--- src/hdl/dat_cfg.svh ---
`ifndef DAT_CFG_SVH
`define DAT_CFG_SVH

// ==========================================================
// Register addresses
`define DAT_ADDR_WK_MIN 4'h8
`define DAT_ADDR_WK_HOUR 4'h9
`define DAT_ADDR_WK_MASK 4'ha
`define DAT_ADDR_DAY_MIN 4'hb
`define DAT_ADDR_DAY_HOUR 4'hc

// ==========================================================
// Field masks for readable bits
`define DAT_MIN_MASK 8'h7f
`define DAT_HOUR_MASK 8'h3f
`define DAT_WDAY_MASK 8'h7f

// ==========================================================
// Value used after reset, and the weekday code treated as invalid
`define DAT_MEM_RESET 8'h00
`define DAT_WDAY_INVALID 3'h7

`endif

--- src/hdl/dat_pkg.sv ---
package dat_pkg;

    typedef logic [3:0] dat_addr_t;
    typedef logic [7:0] dat_byte_t;

    typedef struct packed {
        logic [6:0] minute;
        logic [5:0] hour;
        logic [2:0] weekday;
    } dat_time_s;

    typedef struct packed {
        logic wr;
        dat_addr_t addr;
        dat_byte_t data;
    } dat_wr_s;

endpackage : dat_pkg

--- src/hdl/dat_reg_mem.sv ---
`timescale 1ns/1ps
`include "dat_cfg.svh"

// ==========================================================
// Five byte alarm store with registered read data.
module dat_reg_mem
    import dat_pkg::*;
(
    // Clock and reset
    input wire logic clk_sys_in,
    input wire logic sys_rst_in,
    // Write port
    input wire dat_wr_s wr_in,
    // Read port
    input wire dat_addr_t rd_addr_in,
    output dat_byte_t rd_data_out,
    // Stored fields
    output logic [6:0] wk_min_out,
    output logic [5:0] wk_hour_out,
    output logic [6:0] wk_mask_out,
    output logic [6:0] day_min_out,
    output logic [5:0] day_hour_out
);

    always_ff @(posedge clk_sys_in) begin
        if (sys_rst_in) begin
            wk_min_out <= 7'h00;
            wk_hour_out <= 6'h00;
            wk_mask_out <= 7'h00;
            day_min_out <= 7'h00;
            day_hour_out <= 6'h00;
        end else if (wr_in.wr) begin
            if (wr_in.addr == `DAT_ADDR_WK_MIN) begin
                wk_min_out <= wr_in.data[6:0];
            end else if (wr_in.addr == `DAT_ADDR_WK_HOUR) begin
                wk_hour_out <= wr_in.data[5:0];
            end else if (wr_in.addr == `DAT_ADDR_WK_MASK) begin
                wk_mask_out <= wr_in.data[6:0];
            end else if (wr_in.addr == `DAT_ADDR_DAY_MIN) begin
                day_min_out <= wr_in.data[6:0];
            end else if (wr_in.addr == `DAT_ADDR_DAY_HOUR) begin
                day_hour_out <= wr_in.data[5:0];
            end
        end
    end

    always_ff @(posedge clk_sys_in) begin
        if (sys_rst_in) begin
            rd_data_out <= `DAT_MEM_RESET;
        end else if (rd_addr_in == `DAT_ADDR_WK_MIN) begin
            rd_data_out <= {1'b0, wk_min_out};
        end else if (rd_addr_in == `DAT_ADDR_WK_HOUR) begin
            rd_data_out <= {2'b00, wk_hour_out};
        end else if (rd_addr_in == `DAT_ADDR_WK_MASK) begin
            rd_data_out <= {1'b0, wk_mask_out};
        end else if (rd_addr_in == `DAT_ADDR_DAY_MIN) begin
            rd_data_out <= {1'b0, day_min_out};
        end else if (rd_addr_in == `DAT_ADDR_DAY_HOUR) begin
            rd_data_out <= {2'b00, day_hour_out};
        end else begin
            rd_data_out <= `DAT_MEM_RESET;
        end
    end

endmodule : dat_reg_mem

--- src/hdl/dat_alarm_regs.sv ---
// ==========================================================
`timescale 1ns/1ps
`include "dat_cfg.svh"

module dat_alarm_regs
    import dat_pkg::*;
(
    // Clock and reset
    input wire logic clk_sys_in,
    input wire logic sys_rst_in,
    // Register access from the serial port
    input wire logic reg_wr_in,
    input wire dat_addr_t reg_addr_in,
    input wire dat_byte_t reg_wdata_in,
    output dat_byte_t reg_rdata_out,
    // Current time from the counters
    input wire dat_time_s now_in,
    input wire logic mode_24h_in,
    // Match results and afternoon flags
    output logic wk_match_out,
    output logic day_match_out,
    output logic wk_pm_out,
    output logic day_pm_out
);

    // ==========================================================
    // Register storage.
    dat_wr_s wr_req;
    logic [6:0] wk_min;
    logic [5:0] wk_hour;
    logic [6:0] wk_mask;
    logic [6:0] day_min;
    logic [5:0] day_hour;
    logic wday_valid;
    logic wday_hit;
    logic [7:0] wk_mask_ext;
    logic wk_min_hit;
    logic wk_hour_hit;
    logic day_min_hit;
    logic day_hour_hit;

    assign wr_req = '{wr: reg_wr_in, addr: reg_addr_in, data: reg_wdata_in};

    dat_reg_mem dat_reg_mem_inst (
        .clk_sys_in(clk_sys_in),
        .sys_rst_in(sys_rst_in),
        .wr_in(wr_req),
        .rd_addr_in(reg_addr_in),
        .rd_data_out(reg_rdata_out),
        .wk_min_out(wk_min),
        .wk_hour_out(wk_hour),
        .wk_mask_out(wk_mask),
        .day_min_out(day_min),
        .day_hour_out(day_hour)
    );

    // ==========================================================
    // Comparison against the current time.
    assign wk_mask_ext = {1'b0, wk_mask};
    assign wday_valid = (now_in.weekday != `DAT_WDAY_INVALID);
    assign wday_hit = wday_valid && wk_mask_ext[now_in.weekday];
    // Hour codes compare raw, so 12 and 32 meet the counter codes.
    assign wk_min_hit = (now_in.minute == wk_min);
    assign wk_hour_hit = (now_in.hour == wk_hour);
    assign day_min_hit = (now_in.minute == day_min);
    assign day_hour_hit = (now_in.hour == day_hour);

    always_ff @(posedge clk_sys_in) begin
        if (sys_rst_in) begin
            wk_match_out <= 1'b0;
            day_match_out <= 1'b0;
        end else begin
            wk_match_out <= wk_min_hit && wk_hour_hit && wday_hit;
            day_match_out <= day_min_hit && day_hour_hit;
        end
    end

    always_ff @(posedge clk_sys_in) begin
        if (sys_rst_in) begin
            wk_pm_out <= 1'b0;
            day_pm_out <= 1'b0;
        end else begin
            wk_pm_out <= !mode_24h_in && wk_hour[5];
            day_pm_out <= !mode_24h_in && day_hour[5];
        end
    end

    // ==========================================================
    // Register write checks.
    a_wk_min_write: assert property (
        @(posedge clk_sys_in) disable iff (sys_rst_in)
        (reg_wr_in && reg_addr_in == `DAT_ADDR_WK_MIN)
            |=> (wk_min == $past(reg_wdata_in[6:0])))
        else $error("weekly minute write lost");
    a_wk_hour_write: assert property (
        @(posedge clk_sys_in) disable iff (sys_rst_in)
        (reg_wr_in && reg_addr_in == `DAT_ADDR_WK_HOUR)
            |=> (wk_hour == $past(reg_wdata_in[5:0])))
        else $error("weekly hour write lost");
    a_mask_write: assert property (
        @(posedge clk_sys_in) disable iff (sys_rst_in)
        (reg_wr_in && reg_addr_in == `DAT_ADDR_WK_MASK)
            |=> (wk_mask == $past(reg_wdata_in[6:0])))
        else $error("mask write lost");
    a_day_min_write: assert property (
        @(posedge clk_sys_in) disable iff (sys_rst_in)
        (reg_wr_in && reg_addr_in == `DAT_ADDR_DAY_MIN)
            |=> (day_min == $past(reg_wdata_in[6:0])))
        else $error("daily minute write lost");
    a_day_hour_write: assert property (
        @(posedge clk_sys_in) disable iff (sys_rst_in)
        (reg_wr_in && reg_addr_in == `DAT_ADDR_DAY_HOUR)
            |=> (day_hour == $past(reg_wdata_in[5:0])))
        else $error("daily hour write lost");
    a_wk_min_held: assert property (
        @(posedge clk_sys_in) disable iff (sys_rst_in)
        !(reg_wr_in && reg_addr_in == `DAT_ADDR_WK_MIN)
            |=> $stable(wk_min))
        else $error("weekly minute changed without a write");
    a_mask_held: assert property (
        @(posedge clk_sys_in) disable iff (sys_rst_in)
        !(reg_wr_in && reg_addr_in == `DAT_ADDR_WK_MASK)
            |=> $stable(wk_mask))
        else $error("mask changed without a write");

    // ==========================================================
    // Register read checks.
    a_wk_min_read: assert property (
        @(posedge clk_sys_in) disable iff (sys_rst_in)
        (reg_addr_in == `DAT_ADDR_WK_MIN)
            |=> (reg_rdata_out == {1'b0, $past(wk_min)}))
        else $error("weekly minute readback wrong");
    a_wk_hour_top: assert property (
        @(posedge clk_sys_in) disable iff (sys_rst_in)
        (reg_addr_in == `DAT_ADDR_WK_HOUR)
            |=> (reg_rdata_out[7:6] == 2'b00))
        else $error("weekly hour top bits set");
    a_wk_hour_read: assert property (
        @(posedge clk_sys_in) disable iff (sys_rst_in)
        (reg_addr_in == `DAT_ADDR_WK_HOUR)
            |=> (reg_rdata_out == {2'b00, $past(wk_hour)}))
        else $error("weekly hour readback wrong");
    a_mask_read: assert property (
        @(posedge clk_sys_in) disable iff (sys_rst_in)
        (reg_addr_in == `DAT_ADDR_WK_MASK)
            |=> (reg_rdata_out == {1'b0, $past(wk_mask)}))
        else $error("mask readback wrong");
    a_day_min_read: assert property (
        @(posedge clk_sys_in) disable iff (sys_rst_in)
        (reg_addr_in == `DAT_ADDR_DAY_MIN)
            |=> (reg_rdata_out[7] == 1'b0))
        else $error("daily minute bit7 set");
    a_day_min_value: assert property (
        @(posedge clk_sys_in) disable iff (sys_rst_in)
        (reg_addr_in == `DAT_ADDR_DAY_MIN)
            |=> (reg_rdata_out == {1'b0, $past(day_min)}))
        else $error("daily minute readback wrong");
    a_day_hour_read: assert property (
        @(posedge clk_sys_in) disable iff (sys_rst_in)
        (reg_addr_in == `DAT_ADDR_DAY_HOUR)
            |=> (reg_rdata_out == {2'b00, $past(day_hour)}))
        else $error("daily hour readback wrong");
    a_rsv_bit_zero: assert property (
        @(posedge clk_sys_in) disable iff (sys_rst_in)
        ((reg_addr_in == `DAT_ADDR_WK_MIN) || (reg_addr_in == `DAT_ADDR_WK_MASK)
            || (reg_addr_in == `DAT_ADDR_DAY_MIN)) |=> !reg_rdata_out[7])
        else $error("reserved bit7 read as one");
    a_rst_rdata_zero: assert property (
        @(posedge clk_sys_in)
        sys_rst_in |=> (reg_rdata_out == `DAT_MEM_RESET))
        else $error("read data not cleared by reset");

    // ==========================================================
    // Hour mode checks.
    a_pm_mode: assert property (
        @(posedge clk_sys_in) disable iff (sys_rst_in)
        mode_24h_in |=> !day_pm_out)
        else $error("afternoon flag in 24-hour mode");
    a_wk_pm_mode: assert property (
        @(posedge clk_sys_in) disable iff (sys_rst_in)
        mode_24h_in |=> !wk_pm_out)
        else $error("weekly afternoon flag in 24-hour mode");
    a_wk_pm_value: assert property (
        @(posedge clk_sys_in) disable iff (sys_rst_in)
        !mode_24h_in |=> (wk_pm_out == $past(wk_hour[5])))
        else $error("weekly afternoon flag wrong");
    a_day_pm_value: assert property (
        @(posedge clk_sys_in) disable iff (sys_rst_in)
        !mode_24h_in |=> (day_pm_out == $past(day_hour[5])))
        else $error("daily afternoon flag wrong");

    // ==========================================================
    // Match checks.
    a_empty_mask_quiet: assert property (
        @(posedge clk_sys_in) disable iff (sys_rst_in)
        (wk_mask == 7'h00) |=> !wk_match_out)
        else $error("weekly match with empty mask");
    a_bad_wday_quiet: assert property (
        @(posedge clk_sys_in) disable iff (sys_rst_in)
        (now_in.weekday == 3'h7) |=> !wk_match_out)
        else $error("weekly match on weekday code seven");
    a_day_match_time: assert property (
        @(posedge clk_sys_in) disable iff (sys_rst_in)
        ((now_in.minute == day_min) && (now_in.hour == day_hour))
            |=> day_match_out)
        else $error("daily match missed");
    a_day_match_cause: assert property (
        @(posedge clk_sys_in) disable iff (sys_rst_in)
        day_match_out
            |-> $past((now_in.minute == day_min) && (now_in.hour == day_hour)))
        else $error("daily match without cause");
    a_wk_match_cause: assert property (
        @(posedge clk_sys_in) disable iff (sys_rst_in)
        wk_match_out
            |-> $past(wk_mask_ext[now_in.weekday] && (now_in.minute == wk_min)))
        else $error("weekly match without cause");
    a_wk_match_hit: assert property (
        @(posedge clk_sys_in) disable iff (sys_rst_in)
        ((now_in.minute == wk_min) && (now_in.hour == wk_hour)
            && (now_in.weekday != 3'h7) && wk_mask_ext[now_in.weekday])
            |=> wk_match_out)
        else $error("weekly match missed");
    a_wk_hour_miss: assert property (
        @(posedge clk_sys_in) disable iff (sys_rst_in)
        (now_in.hour != wk_hour) |=> !wk_match_out)
        else $error("weekly match with wrong hour");
    a_day_hour_miss: assert property (
        @(posedge clk_sys_in) disable iff (sys_rst_in)
        (now_in.hour != day_hour) |=> !day_match_out)
        else $error("daily match with wrong hour");
    a_rst_match_quiet: assert property (
        @(posedge clk_sys_in)
        sys_rst_in |=> !(wk_match_out || day_match_out || wk_pm_out || day_pm_out))
        else $error("match outputs not cleared by reset");

    // ==========================================================
    // One check per valid weekday code, 0 to 6.
    for (genvar n = 0; n < 7; n++) begin : g_wday_off
        a_wday_off_quiet: assert property (
            @(posedge clk_sys_in) disable iff (sys_rst_in)
            ((now_in.weekday == 3'(n)) && !wk_mask[n])
                |=> !wk_match_out)
            else $error("weekly match on a disabled weekday");
    end

endmodule : dat_alarm_regs

--- config.mk ---
export PLATFORM = sky130hd
export DESIGN_NAME = dat_alarm_regs
export DESIGN_NICKNAME = d
export VERILOG_FILES = /design/src/hdl/dat_pkg.sv /design/src/hdl/dat_reg_mem.sv /design/src/hdl/dat_alarm_regs.sv
export VERILOG_INCLUDE_DIRS = /design/src /design/src/hdl
export SDC_FILE = /design/constraint.sdc
export NUM_CORES = 1
export LEC_CHECK = 0
export BUFFER_PORTS_ARGS = -buffer_cell sky130_fd_sc_hd__buf_2
export CAP_MARGIN = 20
export CELL_PAD_IN_SITES_DETAIL_PLACEMENT = 1
export CELL_PAD_IN_SITES_GLOBAL_PLACEMENT = 2
export CORE_MARGIN = 3
export CORE_UTILIZATION = 35
export CTS_CLUSTER_SIZE = 28
export DETAILED_ROUTE_END_ITERATION = 8
export PLACE_DENSITY_LB_ADDON = 0.1
export SYNTH_ARGS = -nofsm -noshare
export SYNTH_HDL_FRONTEND = slang
export SYNTH_SLANG_ARGS = --single-unit
--- constraint.sdc ---
create_clock -name clk_sys_in -period 3.45 [get_ports clk_sys_in]
set_input_delay 0.69 -clock clk_sys_in [delete_from_list [all_inputs] [get_ports clk_sys_in]]
set_output_delay 0.69 -clock clk_sys_in [all_outputs]
set_load 0.01 [all_outputs]
==> run metrics, run 1 <==
Die Area=between 7000 and 8000 um^2; Slowest-stage cell, CP=nor4_2; Die Ht=between 80 and 90 um; Core Util, Final=42.9%; Commonest cells post-synth=dfxtp_1 (44), nor2_1 (28), mux2i_1 (27); antenna cell count=0; peak supply drop=approximately 0.16 mV; Least-Margin Pin Slew=741 ps; crit path cell chain=buf_2 > nand2b_1 > nor4_2 > nand2_1 > o31ai_1; Longest Clk Path Bufs=2; PortBufs=41; Area Growth Syn to Fin=14.5%; Max Cap Violations=0; min cycle time layout=approximately 2000 ps; top-count cell post-synth=dfxtp_1; syn nets=around 260; Area contributors post-synth=dfxtp_1 (41%), mux2i_1 (13%), xor2_1 (8.9%); Hold Path Cell Cnt=2; asr flop ratio synth=0%; DR vias/cell=roughly 5.3; post-cts gate resize count=0; Netlist Area Pre-Place=2150 um^2; Synth top area share=40.9%; total grt overflow=0; P per Cell Area=392 nW/um^2; Max FO, Critical Path=38; status=finished clean; worst skew pair latency=approximately 300 ps; R2R cell count=4; final setup violation count=0; Core Footprint=5740 um^2; NumNets Final=between 200 and 300; reg2reg setup slack=around 2100 ps; Synth cell types=35; Setup CP Type=input pin to flip-flop; Worst-path clk slew=about 90 ps; CTS tree=done; EDFF count, synth=0; DP Wirelength=~4500 um; GRT Resource Usage Total=17.9%; share of cells above drive strength 1=between 20 and 25%; Routed Wire Length=6110 um; area leader, netlist=dfxtp_1; Worst EP arrival=about 2200 ps; largest net degree at the start of global routing=39; register area share after synthesis=roughly two fifths; kind of end point of the critical path=flip-flop; H-tree levels=2; Largest stage delay, worst path=roughly 520 ps; Final GP Congestion=0.803; post-CTS setup buffer count=0; final hold violation count=0; Horiz. Die Dim=84.5 um; vias in the first global route=about 1800; RSZ-0062 raised after global routing=false; leak pwr=1.07 nW; fin crit share=about 58%; num rows=27; YS warnings=0; count of pins over their slew limit=0; Hold Path Origin=dat_reg_mem_inst.wk_min_out[6]; worst hold path class=flip-flop to flip-flop; antenna-violating nets left=0; Starting Density=between 30 and 40%; Hold-fix buffers, CTS=0; DRC=0; Hold Path End=dat_reg_mem_inst.wk_min_out[6]; Synth Instances=~230; Avg Inst Size Synth=about 9.4 um^2; Worst Skew=~7.4 ps; Most used DFF post-synth=dfxtp_1; fmax=around 500 MHz; TritonCTS Sinks=between 40 and 50; Slew HR=between 50% and 60%; final setup TNS=0 ps; initial antenna violation count=0; CTS Root Cell=clkbuf_8; CTS Buf Count=5; first-pass GRT wire length=9970 um; RR Endpoint=day_match_out; DR vias=1764; total iterations of the first detailed-routing run=4; Top-Level Pins=44; DR iter-0 viols=87; routed len/inst=between 15 and 20 um; synthesized flop and latch total=44; Reg2Reg Launch Point=dat_reg_mem_inst.day_min_out[4]; Startpoint Class=input pin; required time of the critical path=3660 ps
==> metrics by stage <==
| stage | setup slack [ps] | total power, mW | hold WS [ps] | std cells | area (um^2) |
|---|---|---|---|---|---|
| after floorplan | 1660 | 0.590 | 461 | 229 | 2150 |
| after global placement | 1160 | 0.635 | 478 | 328 | 2370 |
| after detailed placement | 1100 | 0.635 | 485 | 328 | 2370 |
| after CTS | 1410 | 0.976 | 498 | 336 | 2470 |
| after global routing | 1280 | 1.01 | 523 | 336 | 2470 |
| final | 1470 | 0.966 | 495 | 336 | 2470 |
==> kinds of logic (layout without fill, tap and decap cells) <==
group / count (synthesis) / in the layout / share of synthesized area [%]
muxes: 29 / 29 / 14.1
and+or+nand+nor: 79 / 79 / 19.4
other: 1 / 1 / 0.174
xor gates and xnor gates: 26 / 26 / 10.6
buffers and inverters: 16 / 51 / 4.24
AOI/OAI and AO/OA: 34 / 34 / 10.6
DFF: 44 / 44 / 40.9
==> cells in the final DEF, fill, tap and decap left out, types with 2 or more instances in the layout <==
cell type  instances
a211oi_1           6
nand3b_1           6
nand3_1            7
nand2b_1           2
nor2_1            28
a221oi_1           6
buf_2             41
xor2_1            22
nor3b_1            2
clkbuf_8           6
a21oi_1           13
nand4_1            2
nand2_1           16
xnor2_1            4
and3b_1            3
nor4_1             6
clkinv_2           2
o31ai_1            6
mux2i_1           27
dfxtp_1           44
buf_4              2
==> area by class of cell <==
| cell class | count | area (um^2) |
|---|---|---|
| tap | 72 | 90.1 |
| clock buffer | 6 | 82.6 |
| fill | 699 | 3280 |
| clock inverter | 2 | 10.0 |
| multi-input combinational | 169 | 1180 |
| timing repair buffer | 43 | 220 |
| sequential | 44 | 881 |
==> state kept, by name, summed over array words and instances, names as in the netlist <==
| register | cells |
|---|---|
| day_match_out | 1 |
| dat_reg_mem_inst.rd_data_out | 7 |
| dat_reg_mem_inst.day_hour_out | 6 |
| dat_reg_mem_inst.wk_min_out | 7 |
| dat_reg_mem_inst.day_min_out | 7 |
| wk_pm_out | 1 |
| dat_reg_mem_inst.wk_hour_out | 6 |
| day_pm_out | 1 |
| dat_reg_mem_inst.wk_mask_out | 7 |
| wk_match_out | 1 |
==> power breakdown <==
part	internal, mW	leakage [nW]	switching [mW]
Clock	0.160	0.0510	0.183
Sequential	0.513	0.355	0.00527
Combinational	0.0394	0.659	0.0651
==> worst max path at each step <==
stage                              start                         endpoint  slack (ps)
after floorplan           reg_addr_in[2]  dat_reg_mem_inst.wk_mask_out[4]        1660
after global placement        sys_rst_in  dat_reg_mem_inst.rd_data_out[1]        1160
after detailed placement      sys_rst_in  dat_reg_mem_inst.rd_data_out[5]        1100
after CTS                     sys_rst_in  dat_reg_mem_inst.rd_data_out[5]        1410
after global routing          sys_rst_in  dat_reg_mem_inst.rd_data_out[0]        1280
final                         sys_rst_in  dat_reg_mem_inst.rd_data_out[5]        1470
==> worst max-delay path: cells and delay by family <==
family                 cells  cell delay [ps]
buffers and inverters      1              340
AOI/OAI and AO/OA          1               90
and+or+nand+nor            3             1050
==> routing by layer <==
metal  up-vias  share of wire [%]  routed length [um]  track usage [%]
li1        879                  -                   -                -
met1       846                 51                3140             25.8
met2        34                 44                2680             27.2
met3         5                3.8                 232             3.83
met4         0               0.97                  59             4.32
met5         -                  0                   0                0
(Power assumes the default switching activity.)
==> run 2, diff against run 1 <==
--- a/config.mk
+++ b/config.mk
@@ -11,7 +11,7 @@
 export CELL_PAD_IN_SITES_DETAIL_PLACEMENT = 1
 export CELL_PAD_IN_SITES_GLOBAL_PLACEMENT = 2
 export CORE_MARGIN = 3
-export CORE_UTILIZATION = 35
+export CORE_UTILIZATION = 30
 export CTS_CLUSTER_SIZE = 28
 export DETAILED_ROUTE_END_ITERATION = 8
 export PLACE_DENSITY_LB_ADDON = 0.1
==> constraint.sdc (replaced) <==
create_clock -name clk_sys_in -period 1.7 [get_ports clk_sys_in]
set_input_delay 0.34 -clock clk_sys_in [delete_from_list [all_inputs] [get_ports clk_sys_in]]
set_output_delay 0.34 -clock clk_sys_in [all_outputs]
set_load 0.01 [all_outputs]
==> run metrics, run 2 (same netlist as run 1, synthesis figures left out) <==
DR vias=1784 (+1.1%); Worst Skew=8.69 ps (+1.32 ps); worst hold path class=input pin to flip-flop; DR vias/cell=4.83 (-7.9%); Hold-fix buffers, CTS=0 (unchanged); Hold Path Cell Cnt=2 (unchanged); total iterations of the first detailed-routing run=4 (unchanged); DP Wirelength=5130 um (+15%); peak supply drop=0.496 mV (+210%); Routed Wire Length=6510 um (+6.6%); sw frac=26.0% (-0.18 points); P per Cell Area=740 nW/um^2 (+89%); num rows=30 (+11%); initial antenna violation count=0 (unchanged); worst skew pair latency=290 ps (about the same); Core Footprint=6870 um^2 (+20%); RR Endpoint=day_match_out; required time of the critical path=1880 ps (-1780 ps); Hold Path Origin=mode_24h_in; TritonCTS Sinks=44 (unchanged); count of pins over their slew limit=0 (unchanged); status=finished clean; Area Growth Syn to Fin=20.4%; CTS Buf Count=5 (unchanged); CTS Root Cell=clkbuf_8; Psw=0.500 mW (+97%); GRT Resource Usage Total=16.4% (-1.5 points); antenna-violating nets left=0 (unchanged); leak pwr=1.12 nW (+4.8%); post-cts gate resize count=0 (unchanged); Startpoint Class=flip-flop; Worst-path clk slew=90 ps (about the same); NumNets Final=305 (+3.4%); final setup TNS=0 ps (unchanged); combinational share of power=12.3% (+1.5 points); CTS tree=done; share of cells above drive strength 1=24.2% (+2.2 points); routed len/inst=17.6 um (-2.9%); Setup CP Type=flip-flop to flip-flop; final setup violation count=0 (unchanged); setup ws final=250 ps (-1220 ps); DRC=0 (unchanged); post-CTS setup buffer count=0 (unchanged); largest net degree at the start of global routing=22 (-44%); Final GP Congestion=0.756 (-5.9%); Core Util, Final=37.8% (-5.2 points); Die Area=8230 um^2 (+15%); antenna cell count=0 (unchanged); total placed cells including tap cells=362 (+10%); DP Worst Slack=112 ps (-986 ps); Top-Level Pins=44 (unchanged); H-tree levels=2 (unchanged); vias in the first global route=1817 (+0.72%); fmax=690 MHz; Hold Path End=day_pm_out; R2R cell count=5 (+1); DR iter-0 viols=103 (+18%); clock power share=32.8% (-2.7 points); first-pass GRT wire length=10500 um (+4.8%); Longest Clk Path Bufs=2 (unchanged); commonest non-fill, non-tap cells in the layout=dfxtp_1 (44), buf_2 (41), nor2_1 (28); Max Cap Violations=0 (unchanged); Reg2Reg Launch Point=dat_reg_mem_inst.day_min_out[4]; Pint=1.42 mW (+99%); Max FO, Critical Path=3 (-92%); fin crit share=85.3%; Starting Density=31.4% (-6.2 points); total grt overflow=0 (unchanged); kind of end point of the critical path=flip-flop; Worst EP arrival=1630 ps (-560 ps); worst hold slack=219 ps (-276 ps); fin cells=369 (+9.8%); most common cell after layout, fill and taps aside=dfxtp_1; PortBufs=41 (unchanged); Horiz. Die Dim=90.7 um (+7.4%); final hold violation count=0 (unchanged); Seq pwr share=54.8% (+1.1 points); reg2reg setup slack=250 ps (-1840 ps); Die Ht=90.7 um (+7.4%); min cycle time layout=1450 ps; RSZ-0062 raised after global routing=false
-- run 2: worst max path at each step --
stage | endpoint | from | cells past startpoint
6_report | day_match_out | dat_reg_mem_inst.day_min_out[4] | 5
4_1_cts | day_match_out | dat_reg_mem_inst.day_min_out[4] | 5
5_1_grt | day_match_out | dat_reg_mem_inst.day_min_out[4] | 5
2_1_floorplan | dat_reg_mem_inst.wk_mask_out[4] | reg_addr_in[2] | 7
3_3_place_gp | day_match_out | now_in[13] | 6
3_5_place_dp | dat_reg_mem_inst.wk_mask_out[2] | reg_addr_in[2] | 7
-- run 2: critical path, stage by stage, from the launching register on --
cell and delay (ps):
dfxtp_1 340, xor2_1 170, nor4_1 280, buf_4 160, nand2_1 40, nor4_1 360
-- run 2: final cells by class --
cell class	count	area, um^2
clock buffer	6	72.6
clock inverter	1	5.00
fill	817	4280
multi-input combinational	169	1180
sequential	44	881
tap	96	120
timing repair buffer	53	333
-- run 2: per-stage QoR --
step           power [mW]  area [um^2]
6_report             1.92         2590
3_5_place_dp         1.32         2520
2_1_floorplan        1.20         2150
5_1_grt              2.02         2590
3_3_place_gp         1.31         2520
4_1_cts              1.95         2590
-- run 2: power groups by stage --
stage	logic [mW]	registers (mW)	clock network (mW)
5_1_grt	0.261	1.05	0.703
4_1_cts	0.239	1.05	0.657
3_5_place_dp	0.239	1.08	0
2_1_floorplan	0.123	1.07	0
6_report	0.237	1.05	0.630
3_3_place_gp	0.236	1.08	0
-- run 2: per-layer routing --
metal,vias up,GRT usage (%),routed length [um]
met2,32,24.7,2860
met3,7,3.00,243
met1,847,23.7,3330
li1,898,-,-
met4,0,4.59,70
met5,-,0,0
